<file path="src/rtl/rtc_cal_pkg.sv">
`default_nettype none
package rtc_cal_pkg;

    // Register indices; the byte address on APB is four times the index; the ADDR_ values are byte addresses
    localparam logic [7:0] IDX_SCRATCH = 8'h03;
    localparam logic [7:0] IDX_SECONDS = 8'h04;
    localparam logic [7:0] IDX_MINUTES = 8'h05;
    localparam logic [7:0] IDX_HOURS = 8'h06;
    localparam logic [7:0] IDX_DAYS = 8'h07;
    localparam logic [7:0] IDX_WDAYS = 8'h08;
    localparam logic [7:0] ADDR_CTRL = 8'h40;
    localparam logic [7:0] ADDR_CTX = 8'h44;
    localparam logic [7:0] ADDR_STAT = 8'h48;
    localparam logic [7:0] ADDR_MASK = 8'h4c;

    // Field positions
    localparam int CTRL_FMT12_BIT = 0;
    localparam int CTRL_HOLD_BIT = 1;
    localparam int OSF_BIT = 7;
    localparam int PM_BIT = 5;
    localparam int ST_TICK_BIT = 0;
    localparam int ST_MIN_BIT = 1;
    localparam int ST_OSC_BIT = 2;
    localparam int ST_DAY_BIT = 3;
    localparam int STAT_W = 4;

    // Reset values
    localparam logic [7:0] SCRATCH_RST = 8'h00;
    localparam logic OSF_RST = 1'b1;
    localparam logic [6:0] SEC_RST = 7'h00;
    localparam logic [6:0] MIN_RST = 7'h00;
    localparam logic [5:0] HOUR_RST = 6'h00;
    localparam logic [5:0] DAY_RST = 6'h01;
    localparam logic [2:0] WDAY_RST = 3'h6;
    localparam logic [1:0] CTRL_RST = 2'h0;
    localparam logic [12:0] CTX_RST = 13'h0100;
    localparam logic [3:0] STAT_RST = 4'h0;
    localparam logic [3:0] MASK_RST = 4'h0;

    // Counter limits
    localparam logic [6:0] SEC_LAST = 7'h59;
    localparam logic [6:0] MIN_LAST = 7'h59;
    localparam logic [5:0] HOUR24_LAST = 6'h23;
    localparam logic [2:0] WDAY_LAST = 3'h6;

    typedef struct packed {
        logic osf;
        logic [6:0] sec;
        logic [6:0] min;
        logic [5:0] hour;
        logic [5:0] day;
        logic [2:0] wday;
    } time_t;

    typedef enum logic [1:0] {
        BUS_IDLE = 2'b01,
        BUS_RESP = 2'b10
    } bus_state_t;

endpackage : rtc_cal_pkg
`default_nettype wire

</file>
<file path="src/rtl/rtc_time_calendar_regs.sv">
`default_nettype none
// How it works
// - A scratch byte at index 03h keeps what software writes; resets to 0.
// - Seconds at 04h: BCD tens in 6..4, units in 3..0, stop flag in bit 7.
// - The stop flag is set while the oscillator is stopped; it resets to 1.
// - Until resonance is reported stable the oscillator counts as stopped.
// - The flag stays set until software writes 0 to it while running.
// - Minutes at 05h: BCD tens in 6..4, units in 3..0, bit 7 reads 0.
// - 12-hour hours at 06h: meridiem in bit 5, tens in 4, units in 3..0.
// - 24-hour hours: BCD tens 0..2 in bits 5..4 and units in bits 3..0.
// - The format select bit of the control register picks 12 or 24 hours.
// - Days at 07h: BCD tens in 5..4, units in 3..0, reset value 1.
// - A year divisible by four, 00 included, gives February a 29th day.
// - Weekdays at 08h: a count 0..6 in bits 2..0, bits 7..3 read 0.
// - The weekday resets to 6 and counts 0 to 6 cyclically.
// - While a host access is in progress the time counters stand still.
// - One tick that arrives while blocked is stored and applied after.
module rtc_time_calendar_regs (
    input wire logic pclk,
    input wire logic presetn,
    input wire logic psel,
    input wire logic penable,
    input wire logic pwrite,
    input wire logic [7:0] paddr,
    input wire logic [31:0] pwdata,
    input wire logic [3:0] pstrb,
    input wire logic tick_pin,
    input wire logic osc_ok_pin,
    output logic [31:0] prdata,
    output logic pready,
    output logic pslverr,
    output logic irq,
    output logic month_carry
);

    rtc_cal_pkg::time_t t_q;
    rtc_cal_pkg::time_t t_inc;
    rtc_cal_pkg::bus_state_t bus_q;
    logic [7:0] scratch_q;
    logic [1:0] ctrl_q;
    logic [12:0] ctx_q;
    logic [3:0] stat_q;
    logic [3:0] stat_d;
    logic [3:0] mask_q;
    logic [2:0] sync_q [0:1];
    logic [1:0] filt_q;
    logic tick_prev_q;
    logic pend_q;
    logic [31:0] rd_d;
    logic err_d;
    logic [1:0] pins;
    logic tick_ev;
    logic osc_stopped;
    logic blocked;
    logic advance;
    logic access;
    logic complete;
    logic wr_b0;
    logic wr_b1;
    logic sec_wrap;
    logic min_wrap;
    logic hour_wrap;
    logic day_wrap;
    logic leap;
    logic [7:0] day_max;

    function automatic logic [7:0] bcd_inc(input logic [7:0] v);
        return (v[3:0] == 4'h9) ? {v[7:4] + 4'h1, 4'h0} : v + 8'h01;
    endfunction : bcd_inc

    // Pin inputs: three-stage synchroniser, a change counts once the
    // last two stages agree
    assign pins = {osc_ok_pin, tick_pin};

    genvar gi;
    generate
        for (gi = 0; gi < 2; gi++) begin : g_pin
            always_ff @(posedge pclk or negedge presetn) begin
                if (!presetn) begin
                    sync_q[gi] <= 3'h0;
                    filt_q[gi] <= 1'b0;
                end else begin
                    sync_q[gi] <= {sync_q[gi][1:0], pins[gi]};
                    if (sync_q[gi][1] == sync_q[gi][2]) begin
                        filt_q[gi] <= sync_q[gi][2];
                    end
                end
            end
        end
    endgenerate

    always_ff @(posedge pclk or negedge presetn) begin
        if (!presetn) begin
            tick_prev_q <= 1'b0;
        end else begin
            tick_prev_q <= filt_q[0];
        end
    end

    assign tick_ev = filt_q[0] & ~tick_prev_q;
    // Oscillator counts as stopped until its good level has been seen
    assign osc_stopped = ~filt_q[1];

    // APB slave: one wait state, answer registered
    assign access = psel & penable & (bus_q == rtc_cal_pkg::BUS_IDLE);
    assign complete = psel & penable & pready;
    assign wr_b0 = complete & pwrite & pstrb[0];
    assign wr_b1 = complete & pwrite & pstrb[1];

    always_ff @(posedge pclk or negedge presetn) begin
        if (!presetn) begin
            bus_q <= rtc_cal_pkg::BUS_IDLE;
            pready <= 1'b0;
            prdata <= 32'h0;
            pslverr <= 1'b0;
        end else begin
            case (bus_q)
                rtc_cal_pkg::BUS_IDLE: begin
                    if (access) begin
                        bus_q <= rtc_cal_pkg::BUS_RESP;
                        pready <= 1'b1;
                        prdata <= pwrite ? 32'h0 : rd_d;
                        pslverr <= err_d;
                    end
                end
                default: begin
                    bus_q <= rtc_cal_pkg::BUS_IDLE;
                    pready <= 1'b0;
                    pslverr <= 1'b0;
                end
            endcase
        end
    end

    // Read decode; unused upper bits read zero
    always_comb begin
        rd_d = 32'h0;
        err_d = 1'b0;
        if (paddr == {rtc_cal_pkg::IDX_SCRATCH[5:0], 2'b00}) begin
            rd_d = {24'h0, scratch_q};
        end else if (paddr == {rtc_cal_pkg::IDX_SECONDS[5:0], 2'b00}) begin
            rd_d = {24'h0, t_q.osf, t_q.sec};
        end else if (paddr == {rtc_cal_pkg::IDX_MINUTES[5:0], 2'b00}) begin
            rd_d = {25'h0, t_q.min};
        end else if (paddr == {rtc_cal_pkg::IDX_HOURS[5:0], 2'b00}) begin
            rd_d = {26'h0, t_q.hour};
        end else if (paddr == {rtc_cal_pkg::IDX_DAYS[5:0], 2'b00}) begin
            rd_d = {26'h0, t_q.day};
        end else if (paddr == {rtc_cal_pkg::IDX_WDAYS[5:0], 2'b00}) begin
            rd_d = {29'h0, t_q.wday};
        end else if (paddr == rtc_cal_pkg::ADDR_CTRL) begin
            rd_d = {30'h0, ctrl_q};
        end else if (paddr == rtc_cal_pkg::ADDR_CTX) begin
            rd_d = {19'h0, ctx_q};
        end else if (paddr == rtc_cal_pkg::ADDR_STAT) begin
            rd_d = {28'h0, stat_q};
        end else if (paddr == rtc_cal_pkg::ADDR_MASK) begin
            rd_d = {28'h0, mask_q};
        end else begin
            err_d = 1'b1;
        end
    end

    always_ff @(posedge pclk or negedge presetn) begin
        if (!presetn) begin
            scratch_q <= rtc_cal_pkg::SCRATCH_RST;
        end else if (wr_b0 && !pslverr &&
                     paddr == {rtc_cal_pkg::IDX_SCRATCH[5:0], 2'b00}) begin
            scratch_q <= pwdata[7:0];
        end
    end

    always_ff @(posedge pclk or negedge presetn) begin
        if (!presetn) begin
            ctrl_q <= rtc_cal_pkg::CTRL_RST;
            mask_q <= rtc_cal_pkg::MASK_RST;
            ctx_q <= rtc_cal_pkg::CTX_RST;
        end else begin
            if (wr_b0 && paddr == rtc_cal_pkg::ADDR_CTRL) begin
                ctrl_q <= pwdata[1:0];
            end
            if (wr_b0 && paddr == rtc_cal_pkg::ADDR_MASK) begin
                mask_q <= pwdata[3:0];
            end
            if (wr_b0 && paddr == rtc_cal_pkg::ADDR_CTX) begin
                ctx_q[7:0] <= pwdata[7:0];
            end
            if (wr_b1 && paddr == rtc_cal_pkg::ADDR_CTX) begin
                ctx_q[12:8] <= pwdata[12:8];
            end
        end
    end

    // Time counters are frozen during a bus access or a software hold
    assign blocked = psel | ctrl_q[rtc_cal_pkg::CTRL_HOLD_BIT];
    assign advance = ~blocked & (tick_ev | pend_q);

    always_ff @(posedge pclk or negedge presetn) begin
        if (!presetn) begin
            pend_q <= 1'b0;
        end else if (blocked) begin
            pend_q <= pend_q | tick_ev;
        end else begin
            pend_q <= pend_q & tick_ev;
        end
    end

    // Leap year when the BCD year is divisible by four
    always_comb begin
        if (ctx_q[4]) begin
            leap = (ctx_q[3:0] == 4'h2) || (ctx_q[3:0] == 4'h6);
        end else begin
            leap = (ctx_q[3:0] == 4'h0) || (ctx_q[3:0] == 4'h4) ||
                   (ctx_q[3:0] == 4'h8);
        end
        if (ctx_q[12:8] == 5'h02) begin
            day_max = leap ? 8'h29 : 8'h28;
        end else if (ctx_q[12:8] == 5'h04 || ctx_q[12:8] == 5'h06 ||
                     ctx_q[12:8] == 5'h09 || ctx_q[12:8] == 5'h11) begin
            day_max = 8'h30;
        end else begin
            day_max = 8'h31;
        end
    end

    // Next time value for one tick
    always_comb begin
        logic [7:0] s8;
        logic [7:0] m8;
        logic [7:0] h8;
        logic [7:0] d8;
        s8 = bcd_inc({1'b0, t_q.sec});
        m8 = bcd_inc({1'b0, t_q.min});
        h8 = bcd_inc({3'b000, t_q.hour[4:0]});
        d8 = bcd_inc({2'b00, t_q.day});
        t_inc = t_q;
        sec_wrap = (t_q.sec == rtc_cal_pkg::SEC_LAST);
        min_wrap = sec_wrap && (t_q.min == rtc_cal_pkg::MIN_LAST);
        hour_wrap = 1'b0;
        t_inc.sec = sec_wrap ? 7'h00 : s8[6:0];
        if (sec_wrap) begin
            t_inc.min = (t_q.min == rtc_cal_pkg::MIN_LAST) ? 7'h00 : m8[6:0];
        end
        if (min_wrap) begin
            if (ctrl_q[rtc_cal_pkg::CTRL_FMT12_BIT]) begin
                if (t_q.hour[4:0] == 5'h12) begin
                    t_inc.hour = {t_q.hour[5], 5'h01};
                end else if (t_q.hour[4:0] == 5'h11) begin
                    t_inc.hour = {~t_q.hour[rtc_cal_pkg::PM_BIT], 5'h12};
                    hour_wrap = t_q.hour[rtc_cal_pkg::PM_BIT];
                end else begin
                    t_inc.hour = {t_q.hour[5], h8[4:0]};
                end
            end else if (t_q.hour == rtc_cal_pkg::HOUR24_LAST) begin
                t_inc.hour = 6'h00;
                hour_wrap = 1'b1;
            end else begin
                t_inc.hour = {h8[5:0]} | {t_q.hour[5] & ~h8[4], 5'h00};
            end
        end
        day_wrap = hour_wrap && ({2'b00, t_q.day} >= day_max);
        if (hour_wrap) begin
            t_inc.day = day_wrap ? 6'h01 : d8[5:0];
            t_inc.wday = (t_q.wday == rtc_cal_pkg::WDAY_LAST) ?
                         3'h0 : t_q.wday + 3'h1;
        end
    end

    // Counters; writes only happen with psel high, so never with advance
    always_ff @(posedge pclk or negedge presetn) begin
        if (!presetn) begin
            t_q.sec <= rtc_cal_pkg::SEC_RST;
            t_q.min <= rtc_cal_pkg::MIN_RST;
            t_q.hour <= rtc_cal_pkg::HOUR_RST;
            t_q.day <= rtc_cal_pkg::DAY_RST;
            t_q.wday <= rtc_cal_pkg::WDAY_RST;
        end else if (advance) begin
            t_q.sec <= t_inc.sec;
            t_q.min <= t_inc.min;
            t_q.hour <= t_inc.hour;
            t_q.day <= t_inc.day;
            t_q.wday <= t_inc.wday;
        end else if (wr_b0) begin
            if (paddr == {rtc_cal_pkg::IDX_SECONDS[5:0], 2'b00}) begin
                t_q.sec <= pwdata[6:0];
            end
            if (paddr == {rtc_cal_pkg::IDX_MINUTES[5:0], 2'b00}) begin
                t_q.min <= pwdata[6:0];
            end
            if (paddr == {rtc_cal_pkg::IDX_HOURS[5:0], 2'b00}) begin
                t_q.hour <= pwdata[5:0];
            end
            if (paddr == {rtc_cal_pkg::IDX_DAYS[5:0], 2'b00}) begin
                t_q.day <= pwdata[5:0];
            end
            if (paddr == {rtc_cal_pkg::IDX_WDAYS[5:0], 2'b00}) begin
                t_q.wday <= pwdata[2:0];
            end
        end
    end

    // Stop flag: a stopped oscillator wins over a software clear
    always_ff @(posedge pclk or negedge presetn) begin
        if (!presetn) begin
            t_q.osf <= rtc_cal_pkg::OSF_RST;
        end else if (osc_stopped) begin
            t_q.osf <= 1'b1;
        end else if (wr_b0 &&
                     paddr == {rtc_cal_pkg::IDX_SECONDS[5:0], 2'b00}) begin
            t_q.osf <= pwdata[rtc_cal_pkg::OSF_BIT];
        end
    end

    // Sticky event status, cleared by reading it; a new event wins
    always_comb begin
        stat_d = stat_q;
        if (complete && !pwrite && paddr == rtc_cal_pkg::ADDR_STAT) begin
            stat_d = 4'h0;
        end
        stat_d[rtc_cal_pkg::ST_TICK_BIT] |= advance;
        stat_d[rtc_cal_pkg::ST_MIN_BIT] |= advance & sec_wrap;
        stat_d[rtc_cal_pkg::ST_OSC_BIT] |= osc_stopped;
        stat_d[rtc_cal_pkg::ST_DAY_BIT] |= advance & day_wrap;
    end

    always_ff @(posedge pclk or negedge presetn) begin
        if (!presetn) begin
            stat_q <= rtc_cal_pkg::STAT_RST;
            irq <= 1'b0;
            month_carry <= 1'b0;
        end else begin
            stat_q <= stat_d;
            irq <= |(stat_d & mask_q);
            month_carry <= advance & day_wrap;
        end
    end
endmodule : rtc_time_calendar_regs
`default_nettype wire

</file>
<file path="config.mk">
export PLATFORM = sky130hd
export DESIGN_NAME = rtc_time_calendar_regs
export DESIGN_NICKNAME = d
export VERILOG_FILES = /design/src/rtl/rtc_cal_pkg.sv /design/src/rtl/rtc_time_calendar_regs.sv
export SDC_FILE = /design/constraint.sdc
export NUM_CORES = 1
export LEC_CHECK = 0
export BUFFER_PORTS_ARGS = -buffer_cell sky130_fd_sc_hd__buf_2
export CAP_MARGIN = 15
export CORE_UTILIZATION = 50
export DETAILED_ROUTE_END_ITERATION = 8
export GPL_TIMING_DRIVEN = 0
export HOLD_SLACK_MARGIN = 0.05
export PLACE_DENSITY = 0.72
export SLEW_MARGIN = 20
export SYNTH_ARGS = -nofsm -noshare
export SYNTH_HDL_FRONTEND = slang
export SYNTH_SLANG_ARGS = --single-unit
</file>
<file path="constraint.sdc">
create_clock -name pclk -period 3.3 [get_ports pclk]
set_clock_uncertainty 0.05 [all_clocks]
set_input_delay 0.66 -clock pclk [delete_from_list [all_inputs] [get_ports pclk]]
set_output_delay 0.66 -clock pclk [all_outputs]
set_load 0.05 [all_outputs]
</file>
==> results of run 1 <==
==> cells in the final DEF (no fill, tap or decap), types with 4 or more instances in the layout <==
cell,Yosys,layout
o31a_1,5,5
a22oi_1,8,8
nor3_1,8,8
o21a_1,4,4
a21oi_1,28,28
nor2b_1,6,6
ha_1,13,13
mux2_2,32,32
nand2b_1,8,8
a211oi_1,4,4
clkbuf_1,8,8
dfrtp_1,83,83
buf_2,6,50
dfstp_2,6,6
buf_4,20,21
mux2i_1,8,8
nand2_1,46,46
o21ai_0,40,40
conb_1,1,19
a31oi_1,4,4
and3_1,4,4
o211ai_1,5,5
nand3_1,19,19
nand4_1,7,7
nor2_1,41,41
clkbuf_8,1,11
inv_1,20,20
a22o_1,11,11
buf_6,6,6
a21boi_0,4,4
==> cells by family after synthesis <==
kind of cell	Yosys count	share of synthesized area, %
AOI/OAI and AO/OA	156	20.9
DFF	89	42.1
and+or+nand+nor	168	16.8
buffers and inverters	62	6.98
muxes	42	9.16
other	1	0.0707
xor gates and xnor gates	3	0.496
adders and majority gates	15	3.45
==> report_power, final <==
group          total [uW]  switching (uW)  internal [uW]  leakage, uW
logic                 519             325            194      0.00153
clock network         700             405            295    0.0000887
registers            1270             105           1160      0.00114
==> worst paths after layout <==
| kind | from | endpoint | slack, ps | cells after the start |
|---|---|---|---|---|
| max | ctx_q[4] | t_q[5] | 230 | 12 |
| max reg2reg | ctx_q[4] | t_q[5] | 230 | 12 |
| min in group pclk | sync_q[3] | sync_q[4] | 310 | 0 |
| min reg2reg | sync_q[3] | sync_q[4] | 310 | 0 |
| min | presetn | t_q[21] | 200 | 1 |
| max in group asynchronous | presetn | t_q[2] | 2300 | 2 |
==> layer usage <==
metal,share of wire [%],wire length (um)
met3,8.0,1130
met1,45,6360
met2,46,6500
met5,0,0
met4,1.6,233
==> area by class of cell <==
type	instances	share of cell area, %
multi-input combinational	403	46.4
sequential	89	37.3
buffer	42	4.93
timing repair buffer	46	4.27
tap	136	2.84
clock buffer	10	2.30
inverter	20	1.25
clock inverter	6	0.711
==> synthesized netlist by cell type (4+ instances only) <==
master | instances | area [sq um]
inv_1 | 20 | 75.1
a22oi_1 | 8 | 60.1
dfstp_2 | 6 | 158
o21a_1 | 4 | 30.0
mux2i_1 | 8 | 80.1
buf_6 | 6 | 67.6
a211oi_1 | 4 | 30.0
buf_2 | 6 | 30.0
o31a_1 | 5 | 43.8
mux2_2 | 32 | 360
and3_1 | 4 | 25.0
a22o_1 | 11 | 96.3
nor2b_1 | 6 | 37.5
a21oi_1 | 28 | 140
ha_1 | 13 | 163
nor3_1 | 8 | 40.0
nand3_1 | 19 | 95.1
buf_4 | 20 | 150
clkbuf_1 | 8 | 30.0
nand2_1 | 46 | 173
o21ai_0 | 40 | 200
nor2_1 | 41 | 154
dfrtp_1 | 83 | 2080
a31oi_1 | 4 | 25.0
o211ai_1 | 5 | 37.5
nand4_1 | 7 | 43.8
a21boi_0 | 4 | 30.0
nand2b_1 | 8 | 50.1
==> worst max-delay path: cells and delay by family, from the launching register on <==
| kind | cells | cell delay, ps |
|---|---|---|
| flip-flops | 1 | 450 |
| AND/OR/NAND/NOR | 2 | 530 |
| AO/OA/AOI/OAI | 9 | 1680 |
| adder cells (fa/ha/maj) | 1 | 270 |
==> metrics by stage <==
step,total power (uW),utilization [%]
3_3_place_gp,1770,55.8
3_5_place_dp,1790,56.1
6_report,2490,58.0
4_1_cts,2490,57.9
2_1_floorplan,1620,-
5_1_grt,2590,58.0
==> sequential cells by signal, indices dropped and copies added (netlist names), 2 cells and up <==
register,flops
ctx_q,13
filt_q,2
mask_q,4
t_q,29
scratch_q,8
prdata,13
stat_q,4
sync_q,6
ctrl_q,2
==> what timing repair did <==
action                     4_1_cts  5_1_grt
setup endpoints to repair        0        4
resized for setup                0        1
hold buffers                     0        0
==> impl_results.md, run 1 <==
- Outcome: complete, no violations
- Unrepaired setup endpoints after global routing: false
- WL final: 14.2 mm
- Max Cap Viol: 0
- Met2 Resource Use GR: 41.6%
- CTS max path bufs: 2
- H-tree levels: 3
- Crit path max fanout: 8
- Vias in the first global route: 4,255
- GR Layer Usage met1: 37.1%
- TritonCTS clock tree: yes
- Final Non-Filler Cells: 752
- Buffer count from post-CTS setup fixing: 0
- Main synth FF type: dfrtp_1
- Multi-input gate area: 2770 sq um
- Share of cells above drive strength 1: 26.3%
- Grt ovf: 0
- Die X: 105 um
- Met3 Use GR: 5.49%
- Row count: 37
- Remaining antenna violation count after routing: 0
- Worst Slack Setup Final: 229 ps
- Nets: 675
- Cell count after placement: 736
- Leakage: 0.00276 uW
- Worst min path class: in -> async
- GRT Total Usage: 26.8%
- Syn_area_per_cell: 9.89 sq um
- DP HPWL: 10.6 mm
- Pre-CTS setup slack: 131 ps
- Pwr/cell area: 415 nW/um^2
- Post-route DRC: 0
- Max Clk Rate: 326 MHz
- Area growth syn-to-layout: 12.9%
- Fin. Hold Viols: 0
- First-pass GRT wire length: 22.5 mm
- Post-route design area: 5980 sq um
- DIE AREA: 11,000 sq um
- IO Port Bufs: 45
- Crit path largest cell delay: 460 ps
- Latest clock arrival within the worst-skew pair: 370 ps
- Mapped cell area: 5300 sq um
- WS Path Type: reg -> reg
- # clock sinks: 89
- Routed len/inst: 18.9 um
- Setup_tns: 0 ps
- Yosys warns: 0
- Arrival @ worst endpoint: 3310 ps
- Crit. End Element: flip-flop
- CP max-delay cell: or4b_1
- Antenna violations before repair: 0
- Post-synth EDFFs: 0
- Final Cycle Share: 93.1%
- Core area: 10,300 sq um
- Post-synthesis sequential area ratio: 42.1%
- Worst hold slack: 203 ps
- DP Area: 5800 sq um
- Initial Utilization: 51.4%
- Fin crit period: 3070 ps
- Via Count: 4,572
- Netlist cell types: 83
- Drt via density: 6.08
- Post-synthesis cell count: 536
- CTS buffer count: 9
- Ports: 87
- Number of diodes: 0
- Worst-margin pin slew: 884 ps
- Max rail drop VDD: 415 uV
- Clock root buffer: clkbuf_8
- Die Y: 105 um
- Slew Limit Fails: 0
- Largest net degree at the start of global routing: 53
- Busiest grt layer: met2
- DRT iter0 DRCs: 402
- Ys async rst share: 100%
- Reg clk slew, reported paths: 90 ps
- DRT Pass-1 Iters: 5
- Final setup fails: 0
- Seq cells post-synth: 89
- Critical Path RT: 3540 ps
- Sequential Area: 2230 sq um
- RD Place Congestion: 0.943
- Crit start category: flip-flop
- Worst slew margin: 40.3%
- Number of fill cells: 914
- CP Cell Sequence: a211oi_1 > a31oi_1 > o21ai_0 > nand2b_1 > a22oi_1 > ha_1 > or4b_1 > a21o_1 > a21o_2 > a31oi_4 > a41oi_1 > o22ai_1
(Power assumes the default switching activity.)
==> run 2, diff against run 1 <==
Clock period 3.3 ns to 3.4 ns, I/O delays scaled along.
==> run 2 against run 1 <==
Count of clock-buffer cells in the layout is the same. Worst setup slack lost 6.9 ps. Utilization shrank 0.085 points. Critical path type unchanged.
==> impl_results.md, run 2 (synthesis results as in run 1) <==
- WS Path Type: reg -> reg
- Worst slew margin: 40.3%
- Cell count after placement: 736
- Max rail drop VDD: 402 uV
- Routed len/inst: 18.9 um
- Antenna violations before repair: 0
- Via Count: 4,549
- Ports: 87
- Max Cap Viol: 0
- IO Port Bufs: 45
- DRT Pass-1 Iters: 5
- PostCTS Resize Cnt: 0
- Grt ovf: 0
- Top Metal Used: met4
- Final setup fails: 0
- Routed metal-1 wirelength: 6.24 mm
- # hold bufs at CTS: 0
- First-pass GRT wire length: 22.5 mm
- Commonest non-fill, non-tap cell in the layout: dfrtp_1
- Max Clk Rate: 315 MHz
- Met3 WL: 1.25 mm
- WL final: 14.2 mm
- Final Cycle Share: 93.5%
- Switching share of power: 33.7%
- # clock sinks: 89
- Number of diodes: 0
- Crit start category: flip-flop
- Setup_tns: 0 ps
- Leakage: 0.00276 uW
- Initial Utilization: 51.4%
- CTS buffer count: 9
- Remaining antenna violation count after routing: 0
- Multi-input gate area: 2770 sq um
- Worst-margin pin slew: 884 ps
- Die Y: 105 um
- Area growth syn-to-layout: 12.7%
- Arrival @ worst endpoint: 3420 ps
- Clock root buffer: clkbuf_8
- CTS max path bufs: 2
- Worst min path class: in -> async
- Crit. End Element: flip-flop
- Vias in the first global route: 4,255
- P_int: 1600 uW
- Met2 wire length: 6.49 mm
- TritonCTS clock tree: yes
- Outcome: complete, no violations
- Register share of total power: 50.8%
- Largest net degree at the start of global routing: 53
- DRT iter0 DRCs: 436
- Unrepaired setup endpoints after global routing: false
- Buffer count from post-CTS setup fixing: 0
- Most frequent cells in the layout: 83 x dfrtp_1, 50 x buf_2, 46 x nand2_1, 41 x nor2_1, 40 x o21ai_0
- Fin crit period: 3180 ps
- DIE AREA: 11,000 sq um
- Drt via density: 6.05
- Number of fill cells: 915
- Slew Limit Fails: 0
- Die X: 105 um
- DP HPWL: 10.6 mm
- Final Non-Filler Cells: 752
- Post-route DRC: 0
- Share of cells above drive strength 1: 26.3%
- Row count: 37
- RD Place Congestion: 0.943
- Critical Path RT: 3650 ps
- Pwr/cell area: 404 nW/um^2
- Nets: 675
- Sequential Area: 2230 sq um
- Core area: 10,300 sq um
- GRT Total Usage: 26.8%
- Max FFs per register: 29
- Fin. Hold Viols: 0
- H-tree levels: 3
- Reg clk slew, reported paths: 90 ps
- Switching pwr: 814 uW
- Biggest register: t_q
- Latest clock arrival within the worst-skew pair: 380 ps
- Crit path max fanout: 8
- Clock power frac: 28.4%
- Biggest regs: t_q: 29 flops, ctx_q: 13 flops, prdata: 13 flops
- Combinational Power Share: 20.8%
run 2: cell counts in the layout (fill, tap and decap cells not counted):
No cell type changed its count.
run 2: worst paths after layout:
kind	start	to	slack (ps)	depth (start not counted)
worst max register to register	ctx_q[4]	t_q[5]	220	12
min in group pclk	sync_q[3]	sync_q[4]	310	0
worst min register to register	sync_q[3]	sync_q[4]	310	0
worst max-delay path	ctx_q[4]	t_q[5]	220	12
worst min-delay path	presetn	t_q[21]	210	1
max in group asynchronous	presetn	ctx_q[8]	2390	2
run 2: area by class of cell:
class                      count  share of cell area [%]
timing repair buffer          46                    4.27
sequential                    89                    37.4
clock buffer                  10                    2.30
tap                          136                    2.85
buffer                        42                    4.94
clock inverter                 6                   0.712
inverter                      20                    1.26
multi-input combinational    403                    46.3
run 2: per-stage QoR:
stage	util (%)	instance area, sq um	setup WS (ps)	power [uW]	hold WS [ps]
CTS	57.9	5980	197	2410	229
finish	57.9	5980	222	2410	214
global route	57.9	5980	18.4	2510	248
floorplan	-	5370	616	1570	281
global placement	55.8	5770	252	1720	293
detailed placement	56.1	5800	231	1740	286
run 2: critical path: stages (launching register included):
cell and delay (ps):
dfrtp_1 450, a211oi_1 240, a31oi_1 80, o21ai_0 160
nand2b_1 70, a22oi_1 190, ha_1 270, or4b_1 460
a21o_1 190, a21o_2 220, a31oi_2 390, a41oi_1 170
o22ai_1 160
run 2: power by group through the flow:
| stage | combinational [uW] | clock, uW | sequential (uW) |
|---|---|---|---|
| finish | 503 | 685 | 1230 |
| global route | 553 | 725 | 1240 |
| CTS | 495 | 694 | 1220 |
| detailed placement | 494 | 0 | 1240 |
| global placement | 475 | 0 | 1240 |
| floorplan | 349 | 0 | 1220 |
run 2: metal layers:
layer	up-vias	global-route usage [%]
met5	-	0
met4	0	9.46
met3	27	5.49
met2	227	41.6
met1	2205	37.1
li1	2090	-
==> run 3, diff against run 2 <==
==> constraint.sdc (replaced) <==
create_clock -name pclk -period 3.4 [get_ports pclk]
set_clock_uncertainty 0.05 [all_clocks]
set_input_delay 0.17 -clock pclk [delete_from_list [all_inputs] [get_ports pclk]]
set_output_delay 0.17 -clock pclk [all_outputs]
set_load 0.05 [all_outputs]
==> run 3 against run 2 <==
Global-route usage rose by 0.20 points. Non-clock buffer count grew 12. Wire length rose by 0.67%. Die area unchanged. Design area rose by 2.0%. Via count grew 1.5%. Register-to-register slack hardly changed. First-iteration DRC count is 2.5% higher. Combinational power is 2% higher. Maximum frequency up 0.17%. Total power is essentially flat. Count of clock-buffer cells in the layout did not move.
==> impl_results.md, run 3 (synthesis results as in run 1) <==
- Outcome: complete, no violations
- Final Cycle Share: 93.3%
- Die X: 105 um
- Antenna violations before repair: 0
- DRT iter0 DRCs: 447
- Unrepaired setup endpoints after global routing: false
- Clock root buffer: clkbuf_8
- Pwr/cell area: 396 nW/um^2
- Final setup fails: 0
- Number of fill cells: 901
- CTS buffer count: 9
- IO Port Bufs: 45
- CP endpoint: t_q[5]
- Worst-margin pin slew: 878 ps
- Number of diodes: 0
- # clock sinks: 89
- Worst Slack Setup Final: 227 ps
- Fin. Hold Viols: 0
- Share of cells above drive strength 1: 25.8%
- Ports: 87
- TritonCTS clock tree: yes
- RR Startpoint: ctx_q[4]
- Crit path max fanout: 8
- WL final: 14.3 mm
- CTS max path bufs: 2
- Via Count: 4,618
- Max Clk Rate: 315 MHz
- CP startpoint: ctx_q[4]
- Slew Limit Fails: 0
- Remaining antenna violation count after routing: 0
- Critical Path RT: 3640 ps
- Setup_tns: 0 ps
- Post-route design area: 6100 sq um
- Fin crit period: 3170 ps
- Crit start category: flip-flop
- R2R Path End: t_q[5]
- Routed len/inst: 18.7 um
- Largest net degree at the start of global routing: 53
- WS Path Type: reg -> reg
- Commonest non-fill, non-tap cell in the layout: dfrtp_1
- Max FFs per register: 29
- Row count: 37
- Worst min path class: in -> reg
- Most frequent cells in the layout: 83 x dfrtp_1, 50 x buf_2, 46 x nand2_1, 41 x nor2_1, 40 x o21ai_0
- H-tree levels: 3
- Crit. End Element: flip-flop
- DIE AREA: 11,000 sq um
- PostCTS Resize Cnt: 0
- DP Area: 5800 sq um
- Latest clock arrival within the worst-skew pair: 380 ps
- Nets: 687
- Worst R2R Setup Slack: 230 ps
- GRT Total Usage: 27.0%
- Final Util: 59.0%
- Max Cap Viol: 0
- Die Y: 105 um
- RD Place Congestion: 0.943
- Pre-CTS setup slack: 231 ps
- DRT Pass-1 Iters: 5
- Post-route DRC: 0
- Max rail drop VDD: 395 uV
- Leakage: 0.00281 uW
- Initial Utilization: 51.4%
- First-pass GRT wire length: 22.7 mm
- Arrival @ worst endpoint: 3410 ps
- Vias in the first global route: 4,298
- DP HPWL: 10.6 mm
- Drt via density: 6.04
- Sequential Area: 2230 sq um
- Multi-input gate area: 2770 sq um
- Reg clk slew, reported paths: 90 ps
- Biggest regs: t_q: 29 flops, ctx_q: 13 flops, prdata: 13 flops
- Worst slew margin: 40.6%
- Grt ovf: 0
- Core area: 10,300 sq um
- Area growth syn-to-layout: 15.0%
- R2R cell count: 12
- Biggest register: t_q
[run 3: cell count changes in the layout (fill, tap and decap cells not counted)]
cell and change:
dlygate4sd3_1 +12
[run 3: per-layer routing]
metal | global-route usage, % | up-vias | wire length (um)
met1 | 37.2 | 2259 | 6400
met2 | 42.1 | 210 | 6590
li1 | - | 2125 | -
met3 | 5.43 | 24 | 1060
met5 | 0 | - | 0
met4 | 9.46 | 0 | 275
[run 3: where the power goes]
group / switching, uW / internal [uW] / leakage [uW]
clock: 390 / 286 / 0.0000887
combinational: 316 / 196 / 0.00158
sequential: 99.6 / 1130 / 0.00114
total: 806 / 1610 / 0.00281
[run 3: critical path, cell delays in order (launching register included)]
cell,delay [ps]
dfrtp_1,450
a211oi_1,240
a31oi_1,80
o21ai_0,160
nand2b_1,70
a22oi_1,190
ha_1,270
or4b_1,460
a21o_1,190
a21o_2,220
a31oi_2,380
a41oi_1,170
o22ai_1,160
[run 3: stage by stage]
| stage | cells | hold WS, ps | total power (uW) |
|---|---|---|---|
| after floorplan | 554 | -176 | 1570 |
| after global placement | 735 | 231 | 1720 |
| after detailed placement | 736 | 124 | 1740 |
| after CTS | 764 | 97.8 | 2420 |
| after global routing | 764 | 125 | 2530 |
| final | 764 | 110 | 2420 |
[run 3: worst min-delay path by stage]
stage / to / cells after the start / from
finish: pslverr / 4 / penable
CTS: pslverr / 4 / penable
detailed placement: t_q[21] / 1 / presetn
global placement: sync_q[3] / 1 / tick_pin
floorplan: ctrl_q[0] / 0 / presetn
global route: mask_q[0] / 2 / pwdata[0]
[run 3: timing repair]
action / 4_1_cts / 5_1_grt
buffers inserted: 0 / 0
hold endpoints to repair: 51 / 0
hold buffers: 12 / 0
[run 3: layout make-up]
| class | count | share of cell area, % |
|---|---|---|
| clock buffer | 10 | 2.26 |
| buffer | 42 | 4.84 |
| tap | 136 | 2.79 |
| sequential | 89 | 36.7 |
| clock inverter | 6 | 0.698 |
| timing repair buffer | 58 | 6.16 |
| multi-input combinational | 403 | 45.4 |
| inverter | 20 | 1.23 |
